<file path="src/logic/canopen_dispatch_pkg.sv">
/*
 * Constants of the CANopen dispatch logic: identifier bases,
 * SDO index window, APB offsets and reset values.
 * Assumes 125 MHz system clock.
 */
package canopen_dispatch_pkg;
    // Identifier space of standard frames
    localparam logic [10:0] ID_MAX = 11'h7EF;
    localparam logic [3:0] MAX_DLC = 4'h8;
    // Identifier bases added to the node number
    localparam logic [10:0] SDO_RX_BASE = 11'h600;
    localparam logic [10:0] SDO_TX_BASE = 11'h580;
    localparam logic [10:0] PDO1_RX_BASE = 11'h200;
    localparam logic [10:0] PDO1_TX_BASE = 11'h180;
    localparam logic [10:0] PDO2_RX_BASE = 11'h300;
    localparam logic [10:0] PDO2_TX_BASE = 11'h280;
    // Index window forwarded to the inverter control
    localparam logic [15:0] FWD_INDEX_LO = 16'h2000;
    localparam logic [15:0] FWD_INDEX_HI = 16'h5EFF;
    localparam logic [7:0] OVERRIDE_USE_ADDR = 8'hFF;
    // SDO command bytes
    localparam logic [2:0] CS_DOWNLOAD = 3'h1;
    localparam logic [2:0] CS_UPLOAD = 3'h2;
    localparam logic [7:0] RESP_WRITE = 8'h60;
    localparam logic [7:0] RESP_READ = 8'h43;
    localparam logic [7:0] RESP_ABORT = 8'h80;
    localparam logic [31:0] ABORT_CODE = 32'h0504_0001;
    // Local objects selected by subindex
    localparam logic [7:0] SUB_NODE = 8'h00;
    localparam logic [7:0] SUB_PDO = 8'h01;
    localparam logic [7:0] SUB_RATE = 8'h02;
    // Bit rate codes 0..9 = 10,20,25,50,100,125,250,500,800,1000 kbit/s
    localparam logic [3:0] RATE_CODE_MAX = 4'h9;
    // High-speed process data cycle
    localparam int CLK_HZ = 125_000_000;
    localparam int HS_CYCLE_MS = 3;
    localparam int HS_CYCLE_CYC = CLK_HZ / 1000 * HS_CYCLE_MS;
    // Mapping: inverter code offset into the forwarded range
    localparam logic [15:0] MAP_INDEX_BASE = 16'h2000;
    localparam logic [7:0] MAP_BIT_LEN = 8'h20;
    // APB register offsets
    localparam logic [7:0] REG_NODE_OVR = 8'h00;
    localparam logic [7:0] REG_INV_ADDR = 8'h04;
    localparam logic [7:0] REG_PDO_CTRL = 8'h08;
    localparam logic [7:0] REG_BIT_RATE = 8'h0C;
    localparam logic [7:0] REG_STATUS = 8'h10;
    localparam logic [7:0] REG_HS_MAP = 8'h14;
    localparam logic [7:0] REG_LS_MAP = 8'h18;
    // Reset values
    localparam logic [7:0] RST_NODE_OVR = 8'hFF;
    localparam logic [7:0] RST_INV_ADDR = 8'h01;
    localparam logic [2:0] RST_PDO_CTRL = 3'h0;
    localparam logic [3:0] RST_BIT_RATE = 4'h5;
    localparam logic [15:0] RST_LS_MAP = 16'h2000;
endpackage : canopen_dispatch_pkg

</file>
<file path="src/logic/canopen_id_dispatch.sv">
/*
 * Message dispatch of a CANopen slave node: node number, identifier
 * assignment, SDO routing to local settings or to the inverter control,
 * and two PDO channels (high and low speed).
 * Assumes a CAN controller on this clock that arbitrates, and an
 * answering inverter control.
 */
// Summary of operation
// Lowest identifier wins arbitration and completes its frame.
// A loser of arbitration withdraws for now and receives.
// Only identifiers 0 to 2031 are valid in standard frames.
// A frame carries at most 8 data bytes.
// Override 255 means node number is inverter address plus one.
// Any other override value is used directly as node number.
// SDO requests arrive on 1536 plus node number.
// SDO responses go out on 1408 plus node number.
// First PDO receives on 512 and transmits on 384 plus node.
// Second PDO receives on 768 and transmits on 640 plus node.
// Process input data is sent unprompted, unaddressed, unacknowledged.
// SDO routing depends only on 16-bit index and 8-bit subindex; code also routes on the command specifier.
// Indexes 2000h to 5EFFh go to the inverter control; code aborts unknown command specifiers locally.
// A setting picks the one high-speed PDO channel.
// After reset both PDOs are off and the first is high speed.
// Low-speed PDO shares SDO priority.
// High-speed output data goes as one process-data write service.
// High-speed input data comes from one process-data read service.
// High-speed path cycles at about 3 ms.
// High-speed mapping is translated from inverter coding to CANopen.
// Bit rate selectable among ten rates from 10 to 1000 kbit/s.
// Inverter address defaults to 1.
// Node starts pre-operational; PDOs wait for the start command.
// SDO indexes outside the window are served locally.
// Frames on other identifiers are ignored silently.
`timescale 1ns/100ps
module canopen_id_dispatch #(
    parameter int HS_CYCLE = canopen_dispatch_pkg::HS_CYCLE_CYC
) (
    // Clock and reset
    input wire logic clk,
    input wire logic rst,
    // APB slave
    input wire logic psel,
    input wire logic penable,
    input wire logic pwrite,
    input wire logic [7:0] paddr,
    input wire logic [31:0] pwdata,
    output logic [31:0] prdata,
    output logic pready,
    output logic pslverr,
    // Received frames from the CAN controller
    input wire logic rx_valid,
    input wire logic [10:0] rx_id,
    input wire logic [3:0] rx_dlc,
    input wire logic [63:0] rx_data,
    // Frame to transmit through the CAN controller
    output logic tx_valid,
    output logic [10:0] tx_id,
    output logic [3:0] tx_dlc,
    output logic [63:0] tx_data,
    input wire logic tx_done,
    input wire logic tx_lost,
    // Network state commands decoded elsewhere
    input wire logic nmt_start,
    input wire logic nmt_preop,
    // Parameter services to the inverter control
    output logic par_req_valid,
    output logic par_req_write,
    output logic [15:0] par_index,
    output logic [7:0] par_sub,
    output logic [31:0] par_wdata,
    input wire logic par_ack,
    input wire logic [31:0] par_rdata,
    // Process-data services to the inverter control
    output logic pd_wr_valid,
    output logic [63:0] pd_wr_data,
    output logic pd_rd_req,
    input wire logic pd_rd_ack,
    input wire logic [63:0] pd_rd_data,
    input wire logic [15:0] hs_map_inv,
    // Settings seen by the controller
    output logic [3:0] bit_rate_sel,
    output logic operational
);
    import canopen_dispatch_pkg::*;

    typedef enum logic [1:0] {IDLE, FWD, RESP} eng_e;
    eng_e eng;

    logic [7:0] node_number_override;
    logic [7:0] inverter_address_setting;
    logic [2:0] pdo_ctrl;
    logic [15:0] ls_map;
    logic [18:0] hs_cnt;
    logic [2:0] cs;
    logic no_resp;
    logic [15:0] req_index;
    logic [7:0] req_sub;
    logic [31:0] req_value;
    logic [63:0] resp_data;
    logic pend_valid;
    logic [63:0] pend_data;
    logic retry;

    // Node number and identifiers
    wire [7:0] node = (node_number_override == OVERRIDE_USE_ADDR) ?
        8'(inverter_address_setting + 8'h01) : node_number_override;
    wire [10:0] node_w = {3'h0, node};
    wire [10:0] sdo_rx_id = SDO_RX_BASE + node_w;
    wire [10:0] sdo_tx_id = SDO_TX_BASE + node_w;
    wire [10:0] first_output_pdo_id = PDO1_RX_BASE + node_w;
    wire [10:0] first_input_pdo_id = PDO1_TX_BASE + node_w;
    wire [10:0] second_output_pdo_id = PDO2_RX_BASE + node_w;
    wire [10:0] second_input_pdo_id = PDO2_TX_BASE + node_w;

    // PDO control: [0] first on, [1] second on, [2] second is high speed
    wire en1 = pdo_ctrl[0];
    wire en2 = pdo_ctrl[1];
    wire hs_second = pdo_ctrl[2];
    wire hs_en = hs_second ? en2 : en1;
    wire [10:0] hs_tx_id = hs_second ? second_input_pdo_id : first_input_pdo_id;

    // Receive decode; other frames are dropped
    wire rx_ok = rx_valid && (rx_id <= ID_MAX) && (rx_dlc <= MAX_DLC);
    wire hit_sdo = rx_ok && (rx_id == sdo_rx_id);
    wire hit_p1 = rx_ok && operational && en1 && (rx_id == first_output_pdo_id);
    wire hit_p2 = rx_ok && operational && en2 && (rx_id == second_output_pdo_id);
    wire hs_hit = hs_second ? hit_p2 : hit_p1;
    wire ls_hit = hs_second ? hit_p1 : hit_p2;

    // SDO request fields
    wire [2:0] rx_cs = rx_data[7:5];
    wire [15:0] rx_index = rx_data[23:8];
    wire [7:0] rx_sub = rx_data[31:24];
    wire rx_fwd = (rx_index >= FWD_INDEX_LO) && (rx_index <= FWD_INDEX_HI);
    wire cs_known = (rx_cs == CS_DOWNLOAD) || (rx_cs == CS_UPLOAD);
    wire sdo_take = (eng == IDLE) && hit_sdo;
    wire ls_take = (eng == IDLE) && !hit_sdo && ls_hit;

    // Local object access
    wire [31:0] local_rd = (rx_sub == SUB_NODE) ? {24'h0, node} :
        (rx_sub == SUB_PDO) ? {29'h0, pdo_ctrl} :
        (rx_sub == SUB_RATE) ? {28'h0, bit_rate_sel} : 32'h0;
    wire sdo_rate_wr = sdo_take && !rx_fwd && (rx_cs == CS_DOWNLOAD) &&
        (rx_sub == SUB_RATE) && (rx_data[35:32] <= RATE_CODE_MAX);
    wire [63:0] local_resp = !cs_known ? {ABORT_CODE, rx_data[31:8], RESP_ABORT} :
        (rx_cs == CS_DOWNLOAD) ? {32'h0, rx_data[31:8], RESP_WRITE} :
        {local_rd, rx_data[31:8], RESP_READ};

    // Mapping in CANopen entry layout
    wire [31:0] hs_map_co = {16'(MAP_INDEX_BASE + hs_map_inv), 8'h00, MAP_BIT_LEN};

    // APB decode
    wire apb_acc = psel && penable && !pready;
    wire apb_wr = apb_acc && pwrite;
    wire addr_ok = (paddr == REG_NODE_OVR) || (paddr == REG_INV_ADDR) ||
        (paddr == REG_PDO_CTRL) || (paddr == REG_BIT_RATE) ||
        (paddr == REG_STATUS) || (paddr == REG_HS_MAP) || (paddr == REG_LS_MAP);
    wire [31:0] rd_mux = (paddr == REG_NODE_OVR) ? {24'h0, node_number_override} :
        (paddr == REG_INV_ADDR) ? {24'h0, inverter_address_setting} :
        (paddr == REG_PDO_CTRL) ? {29'h0, pdo_ctrl} :
        (paddr == REG_BIT_RATE) ? {28'h0, bit_rate_sel} :
        (paddr == REG_STATUS) ? {22'h0, (eng != IDLE), operational, node} :
        (paddr == REG_HS_MAP) ? hs_map_co :
        (paddr == REG_LS_MAP) ? {16'h0, ls_map} : 32'h0;
    wire rate_wr = apb_wr && (paddr == REG_BIT_RATE) && (pwdata[3:0] <= RATE_CODE_MAX);

    // SDO response goes before high-speed input data
    wire slot_free = !tx_valid && !retry;
    wire load_resp = slot_free && (eng == RESP);
    wire load_pd = slot_free && (eng != RESP) && pend_valid;
    wire hs_tick = (hs_cnt == 19'(HS_CYCLE - 1));

    always_ff @(posedge clk or posedge rst) begin
        if (rst) begin
            pready <= 1'b0;
            pslverr <= 1'b0;
            prdata <= 32'h0;
        end else begin
            pready <= apb_acc;
            pslverr <= apb_acc && !addr_ok;
            prdata <= (apb_acc && !pwrite) ? rd_mux : 32'h0;
        end
    end

    always_ff @(posedge clk or posedge rst) begin
        if (rst) begin
            node_number_override <= RST_NODE_OVR;
            inverter_address_setting <= RST_INV_ADDR;
            pdo_ctrl <= RST_PDO_CTRL;
            bit_rate_sel <= RST_BIT_RATE;
            ls_map <= RST_LS_MAP;
        end else begin
            if (apb_wr && paddr == REG_NODE_OVR) node_number_override <= pwdata[7:0];
            if (apb_wr && paddr == REG_INV_ADDR) inverter_address_setting <= pwdata[7:0];
            if (apb_wr && paddr == REG_PDO_CTRL) pdo_ctrl <= pwdata[2:0];
            if (apb_wr && paddr == REG_LS_MAP) ls_map <= pwdata[15:0];
            if (sdo_rate_wr) bit_rate_sel <= rx_data[35:32];
            else if (rate_wr) bit_rate_sel <= pwdata[3:0];
        end
    end

    // Pre-operational until the start command
    always_ff @(posedge clk or posedge rst) begin
        if (rst) operational <= 1'b0;
        else if (nmt_preop) operational <= 1'b0;
        else if (nmt_start) operational <= 1'b1;
    end

    // Request engine shared by SDO and low-speed PDO
    always_ff @(posedge clk or posedge rst) begin
        if (rst) begin
            eng <= IDLE;
            cs <= 3'h0;
            no_resp <= 1'b0;
            req_index <= 16'h0;
            req_sub <= 8'h0;
            req_value <= 32'h0;
            resp_data <= 64'h0;
        end else begin
            case (eng)
                IDLE: begin
                    if (sdo_take) begin
                        cs <= rx_cs;
                        no_resp <= 1'b0;
                        req_index <= rx_index;
                        req_sub <= rx_sub;
                        req_value <= rx_data[63:32];
                        resp_data <= local_resp;
                        eng <= (rx_fwd && cs_known) ? FWD : RESP;
                    end else if (ls_take) begin
                        cs <= CS_DOWNLOAD;
                        no_resp <= 1'b1;
                        req_index <= ls_map;
                        req_sub <= 8'h00;
                        req_value <= rx_data[31:0];
                        eng <= FWD;
                    end
                end
                FWD: begin
                    if (par_ack) begin
                        resp_data <= (cs == CS_DOWNLOAD) ?
                            {32'h0, req_sub, req_index, RESP_WRITE} :
                            {par_rdata, req_sub, req_index, RESP_READ};
                        eng <= no_resp ? IDLE : RESP;
                    end
                end
                RESP: begin
                    if (load_resp) eng <= IDLE;
                end
                default: eng <= IDLE;
            endcase
        end
    end

    // Parameter request, held until acknowledged
    always_ff @(posedge clk or posedge rst) begin
        if (rst) begin
            par_req_valid <= 1'b0;
            par_req_write <= 1'b0;
            par_index <= 16'h0;
            par_sub <= 8'h0;
            par_wdata <= 32'h0;
        end else if (eng == IDLE && ((sdo_take && rx_fwd && cs_known) || ls_take)) begin
            par_req_valid <= 1'b1;
            par_req_write <= ls_take || (rx_cs == CS_DOWNLOAD);
            par_index <= ls_take ? ls_map : rx_index;
            par_sub <= ls_take ? 8'h00 : rx_sub;
            par_wdata <= ls_take ? rx_data[31:0] : rx_data[63:32];
        end else if (par_ack) begin
            par_req_valid <= 1'b0;
        end
    end

    // One process-data write per high-speed frame
    always_ff @(posedge clk or posedge rst) begin
        if (rst) begin
            pd_wr_valid <= 1'b0;
            pd_wr_data <= 64'h0;
        end else begin
            pd_wr_valid <= hs_hit;
            if (hs_hit) pd_wr_data <= rx_data;
        end
    end

    // One high-speed read service per period
    always_ff @(posedge clk or posedge rst) begin
        if (rst) begin
            hs_cnt <= 19'h0;
            pd_rd_req <= 1'b0;
            pend_valid <= 1'b0;
            pend_data <= 64'h0;
        end else begin
            hs_cnt <= hs_tick ? 19'h0 : 19'(hs_cnt + 19'h1);
            if (hs_tick && operational && hs_en && !pend_valid) pd_rd_req <= 1'b1;
            else if (pd_rd_ack) pd_rd_req <= 1'b0;
            if (pd_rd_req && pd_rd_ack) begin
                pend_valid <= 1'b1;
                pend_data <= pd_rd_data;
            end else if (load_pd) begin
                pend_valid <= 1'b0;
            end
        end
    end

    // Lost arbitration withdraws the frame for one cycle
    always_ff @(posedge clk or posedge rst) begin
        if (rst) begin
            tx_valid <= 1'b0;
            tx_id <= 11'h0;
            tx_dlc <= 4'h0;
            tx_data <= 64'h0;
            retry <= 1'b0;
        end else if (tx_valid && tx_lost) begin
            tx_valid <= 1'b0;
            retry <= 1'b1;
        end else if (retry) begin
            tx_valid <= 1'b1;
            retry <= 1'b0;
        end else if (tx_valid && tx_done) begin
            tx_valid <= 1'b0;
        end else if (load_resp) begin
            tx_valid <= 1'b1;
            tx_id <= sdo_tx_id;
            tx_dlc <= MAX_DLC;
            tx_data <= resp_data;
        end else if (load_pd) begin
            tx_valid <= 1'b1;
            tx_id <= hs_tx_id;
            tx_dlc <= MAX_DLC;
            tx_data <= pend_data;
        end
    end
endmodule : canopen_id_dispatch

</file>
<file path="config.mk">
export PLATFORM = sky130hd
export DESIGN_NAME = canopen_id_dispatch
export DESIGN_NICKNAME = d
export VERILOG_FILES = /design/src/logic/canopen_dispatch_pkg.sv /design/src/logic/canopen_id_dispatch.sv
export SDC_FILE = /design/constraint.sdc
export NUM_CORES = 1
export LEC_CHECK = 0
export BUFFER_PORTS_ARGS = -buffer_cell sky130_fd_sc_hd__clkbuf_2
export CAP_MARGIN = 10
export CORE_MARGIN = 3
export CORE_UTILIZATION = 54
export CTS_BUF_LIST = sky130_fd_sc_hd__clkbuf_16
export CTS_CLUSTER_SIZE = 24
export DETAILED_ROUTE_END_ITERATION = 10
export GPL_ROUTABILITY_DRIVEN = 0
export PLACE_DENSITY = 0.81
export SYNTH_ARGS = -nofsm -noshare
export SYNTH_HDL_FRONTEND = slang
export SYNTH_SLANG_ARGS = --single-unit
</file>
<file path="constraint.sdc">
create_clock -name clk -period 18.76 [get_ports clk]
set_input_delay 3.752 -clock clk [delete_from_list [all_inputs] [get_ports clk]]
set_output_delay 3.752 -clock clk [all_outputs]
set_load 0.1 [all_outputs]
</file>
Word-level counts from Yosys, hierarchy flattened
Index checks and enable logic that the tools add are counted.

cells by class
  add/sub/neg operators = 9
  order comparisons = 6
  equality and inequality tests = 23
  mux-type cells = 63
  bitwise logic cells = 3
  reduce and logical (&&, ||, !) cells = 75

operators by type and width
  operator                  number
  $mux W64                  5
  $mux W32                  8
  $pmux W64 S2              1
  $mux W16                  4
  $mux W59                  1
  $logic_and A1 B1 Y1       41
  $mux W40                  1
  $mux W8                   5
  $add A10 B8 Y11 const A   3
  $eq A11 B11 Y1            3
  $mux W11                  3
  $eq A8 B5 Y1 const B      3
  $mux W4                   6
  $add A19 B1 Y19 const B   1
  $eq A19 B19 Y1 const B    1
  $mux W1                   19
  $mux W19                  1
  $reduce_bool A2 Y1        9
  $add A14 B16 Y16 const A  1
  $eq A8 B4 Y1 const B      2
  $ge A16 B14 Y1 const B    1
  $le A16 B15 Y1 const B    1
  $logic_not A8 Y1          2
  $le A4 B4 Y1 const B      3
  26 further kinds          54

word-level totals
  register bits = 457
  input bits = 243
  output and inout bits = 243

Depth between registers and ports, before layout
  depth after elaboration = 11
  depth in mapped cells = 11

Worst setup path before layout
Ideal clock, no wire load.

  path type = input -> register
  start = input rx_id[7]
  end = register resp_data[10]
  library setup time = 128 ps
  arrival = 5730 ps
  data required time = 18632 ps
  path slack = 12902 ps
  stages = 8
  cells stage by stage = inv_1 o221ai_1 a2111oi_0 o2111ai_1 a2111o_1 o21ai_2 buf_4 mux2_1

between the ends
  word-level cells in the longest chain between the ends = 7
  elaborated cells between the ends (all ways) = 8
  classes of those cells = order compare (1); eq/ne (2); reduce/logical (5)

ends and longest elaborated chain
  item                              RTL line                    source
  from (decl)                       canopen_id_dispatch.sv:52   input wire logic [10:0] rx_id,
  $le A11 B11 Y1                    canopen_id_dispatch.sv:123  wire rx_ok = rx_valid && (rx_id <= ID_MAX) && (rx_dlc <= MAX_DLC);
  $logic_and A1 B1 Y1 (2 in a row)  canopen_id_dispatch.sv:123
  $logic_and A1 B1 Y1 (*)           canopen_id_dispatch.sv:124  wire hit_sdo = rx_ok && (rx_id == sdo_rx_id);
  $logic_and A1 B1 Y1 (*)           canopen_id_dispatch.sv:136  wire sdo_take = (eng == IDLE) && hit_sdo;
  $ne A2 B2 Y1 (no line) (*)        n/a
  $reduce_and A3 Y1 (no line) (*)   n/a
  to (signal assigned)              canopen_id_dispatch.sv:228  resp_data <= local_resp;
  to (signal assigned)              canopen_id_dispatch.sv:241  resp_data <= (cs == CS_DOWNLOAD) ?
  to (decl)                         canopen_id_dispatch.sv:99   logic [63:0] resp_data;

Mark *: on every way between the ends. The rest lies on a longest branch, timed or not.
A chain may end at the register's enable or synchronous reset.

Final worst setup path
  start = input rx_data[19]
  end = register par_sub[5]

between the ends
  word-level cells in the longest chain between the ends = 6
  elaborated cells between the ends (all ways) = 7
  classes of those cells = order compare (2); reduce/logical (5)

ends and longest elaborated chain
  item                                              RTL line                    source
  from (decl)                                       canopen_id_dispatch.sv:54   input wire logic [63:0] rx_data,
  $ge A16 B14 Y1 or $le A16 B15 Y1 (tied branches)  canopen_id_dispatch.sv:134  wire rx_fwd = (rx_index >= FWD_INDEX_LO) && (rx_index <= FWD_INDEX_HI);
  $logic_and A1 B1 Y1 (*)                           canopen_id_dispatch.sv:134
  $logic_and A1 B1 Y1 (*) (2 in a row)              canopen_id_dispatch.sv:263  end else if (eng == IDLE && ((sdo_take && rx_fwd && cs_known) || ls_take)) begin
  $logic_or A1 B1 Y1 (*)                            canopen_id_dispatch.sv:263
  $logic_and A1 B1 Y1 (*)                           canopen_id_dispatch.sv:263
  to (signal assigned)                              canopen_id_dispatch.sv:267  par_sub <= ls_take ? 8'h00 : rx_sub;
  to (decl)                                         canopen_id_dispatch.sv:69   output logic [7:0] par_sub,

Marks and branches as above.

==> metrics <==
outcome complete, no violations; Hold Startpoint tx_data[2]; WL per Instance 22.4 um; CTS Hold Buffers Added 0; EDFF count, synth 0; first-pass GRT wire length 93.0 mm; number of global-route vias before repair 15900; worst relative slew slack 21.1%; CP bufs+invs 2; CP Launch Type input port; Post-Synthesis Cells 1784; Worst setup EP type flip-flop; proportion of layout cells with a drive suffix above 1 33.3%; MaxCap Viol Count 0; deepest clock path buffer count 3; Die ar. 38400 um^2; Power, Total 2.77 mW; M1 GR Usage 41.0%; final WL 60.3 mm; Crit Path Class input port to flip-flop; leakage 11.9 nW; DR DRC count 0; CTS Root Cell clkbuf_16; final worst slack 11.70 ns; initial core utilization 55.5%; I/O pins 486; Worst-Margin Slew 1.18 ns; area overhead of the layout relative to synthesis 20.6%; number of vias per cell 5.92; multi-input logic area 7590 um^2; GRT Max-Usage Layer met2; ys async rst share 100%; post-synthesis cell area 19500 um^2; CP max stage delay 0.83 ns; final setup violation count 0; Highest Clock Rate 142 MHz; ANT nets after route 0; CTS resizes 0; met2 Resource Use GR 50.1%; Slew Limit Fails 0; fillcell total 2612; family with the most delay on the worst path simple AND/OR/NAND/NOR gates; met3 Usage GRT 7.90%; H-tree Lvls 2; Vias 16000; most common library cells after synthesis dfrtp_1, nand2_1, mux2_2; die height 196 um; register area share after synthesis 57.9%; postcts setup bufs 0; critical-path cell list clkbuf_2 > and4_1 > a311oi_1 > nand2_1 > or2_2 > buf_4 > nand2_2 > nand2_1 > a22o_1; Crit. Startpoint rx_data[19]; Peak VDD IR 0.140 mV; RR Startpoint inverter_address_setting[0]; setup_tns 0 ns; synth unique cells 68; most frequent cell after synthesis dfrtp_1; DPL Wire Length 42.9 mm; Synth warnings 0; DR pass1 iterations 9; chip width 196 um; Cell Rows 68; dpl ws 11.22 ns; total power per unit cell area 118 nW/um^2; Synth area leaders dfrtp_1, mux2_2, nand2_1, a21oi_1, nor2_1; grt total ovfl 0; Clk Latency, worst-skew pair 0.58 ns; CP most frequent cell nand2_1; crit path max fanout 49; register area 11300 um^2; Hold Path Class flip-flop to flip-flop; Min Clock Period, post-route 7.06 ns; NumNets Final 2453; core area 35100 um^2; Cells after DPL 2610; Clock Pin Slew Worst Setup and Hold Paths 0.06 ns; CP Data Arrival Time 7.53 ns; Final period util 37.7%; RSZ-0062 raised after global routing no; data required time of the critical path 19.23 ns; top cell type's share of synthesized area 56.3%; Final Non-Filler Cells 2697; initial antenna violation count 4; Synth Flop Type dfrtp_1; Seq cells post-synth 450; Yosys top cell by area dfrtp_1; clk_skew 0.0236 ns; initial DRC count 1322; Synth Area per Inst 10.9 um^2; CTS Buf Count 46; endpoints failing hold 0; clock tree from TritonCTS done; All-Layer GR Usage 30.8%; clk sink count 450; Port Buf Inserts 466; CP max-delay cell nand2_2; largest net degree at the start of global routing 192
-- registers in the layout (all words and copies together) (netlist names), 19 cells and up --
name and count:
hs_cnt 19, tx_data 64, pd_wr_data 64, prdata 32
pend_data 64, resp_data 60, par_wdata 32
-- metal layers --
metal	wire length (um)	vias up	share of wire [%]
met5	23	-	0.038
met4	1940	4	3.2
met3	5850	141	9.7
met2	28800	823	48
met1	23700	7924	39
li1	-	7086	-
-- final cells by class --
class	count	area share [%]
sequential	450	48.0
multi-input combinational	1175	32.4
timing repair buffer	483	10.6
clock buffer	47	5.01
tap	455	2.43
inverter	48	0.800
clock inverter	37	0.778
antenna	2	0.0213
-- kinds of logic (layout without fill, tap and decap cells) --
logic type	after synthesis	after routing	share of synthesized area [%]
flops	450	450	57.9
fa+ha+maj	6	6	0.386
mux	234	234	13.4
xor+xnor	26	26	1.17
compound gates	387	387	12.3
buf+inv	161	615	3.42
simple gates	519	519	11.5
other cells	1	5	0.0193
-- worst min-delay path, stage by stage, from the launching register on --
cell	delay [ns]
dfrtp_1	0.34
nand2_1	0.05
nand2_1	0.05
-- final timing paths --
kind / endpoint / slack (ns) / cells after the start
min in group asynchronous: pend_data[1] / 3.33 / 2
min reg2reg: tx_data[2] / 0.47 / 2
max in group asynchronous: pend_data[37] / 13.12 / 4
max reg2reg: resp_data[39] / 14.11 / 9
min: tx_data[2] / 0.47 / 2
max: par_sub[5] / 11.70 / 9
-- power breakdown --
group / switching, mW / internal, mW
clock network: 0.381 / 0.454
registers: 0.0558 / 1.06
logic: 0.690 / 0.125
-- metrics by stage --
step | area, um^2 | hold WS [ns] | util (%)
floorplan | 19500 | 0.455 | -
global placement | 22100 | 0.449 | 63.0
detailed placement | 22100 | 0.456 | 63.0
CTS | 23400 | 0.472 | 66.9
global route | 23500 | 0.504 | 66.9
finish | 23500 | 0.474 | 67.0
-- cells in the final DEF, fill, tap and decap left out, types with 18 or more instances in the layout --
cell       synthesis  final
a21oi_1          148    147
a22o_1            18     18
a31oi_1           62     62
and2_1            25     25
clkbuf_16          0     47
clkbuf_2           0    466
dfrtp_1          438    438
inv_1             47     61
mux2_1            37     37
mux2_2           170    170
mux2i_1           27     27
nand2_1          285    282
nand3_1           29     28
nor2_1           112    112
o21ai_0           41     41
o22ai_1           66     66
No activity file was read; power rests on OpenSTA's default activity.
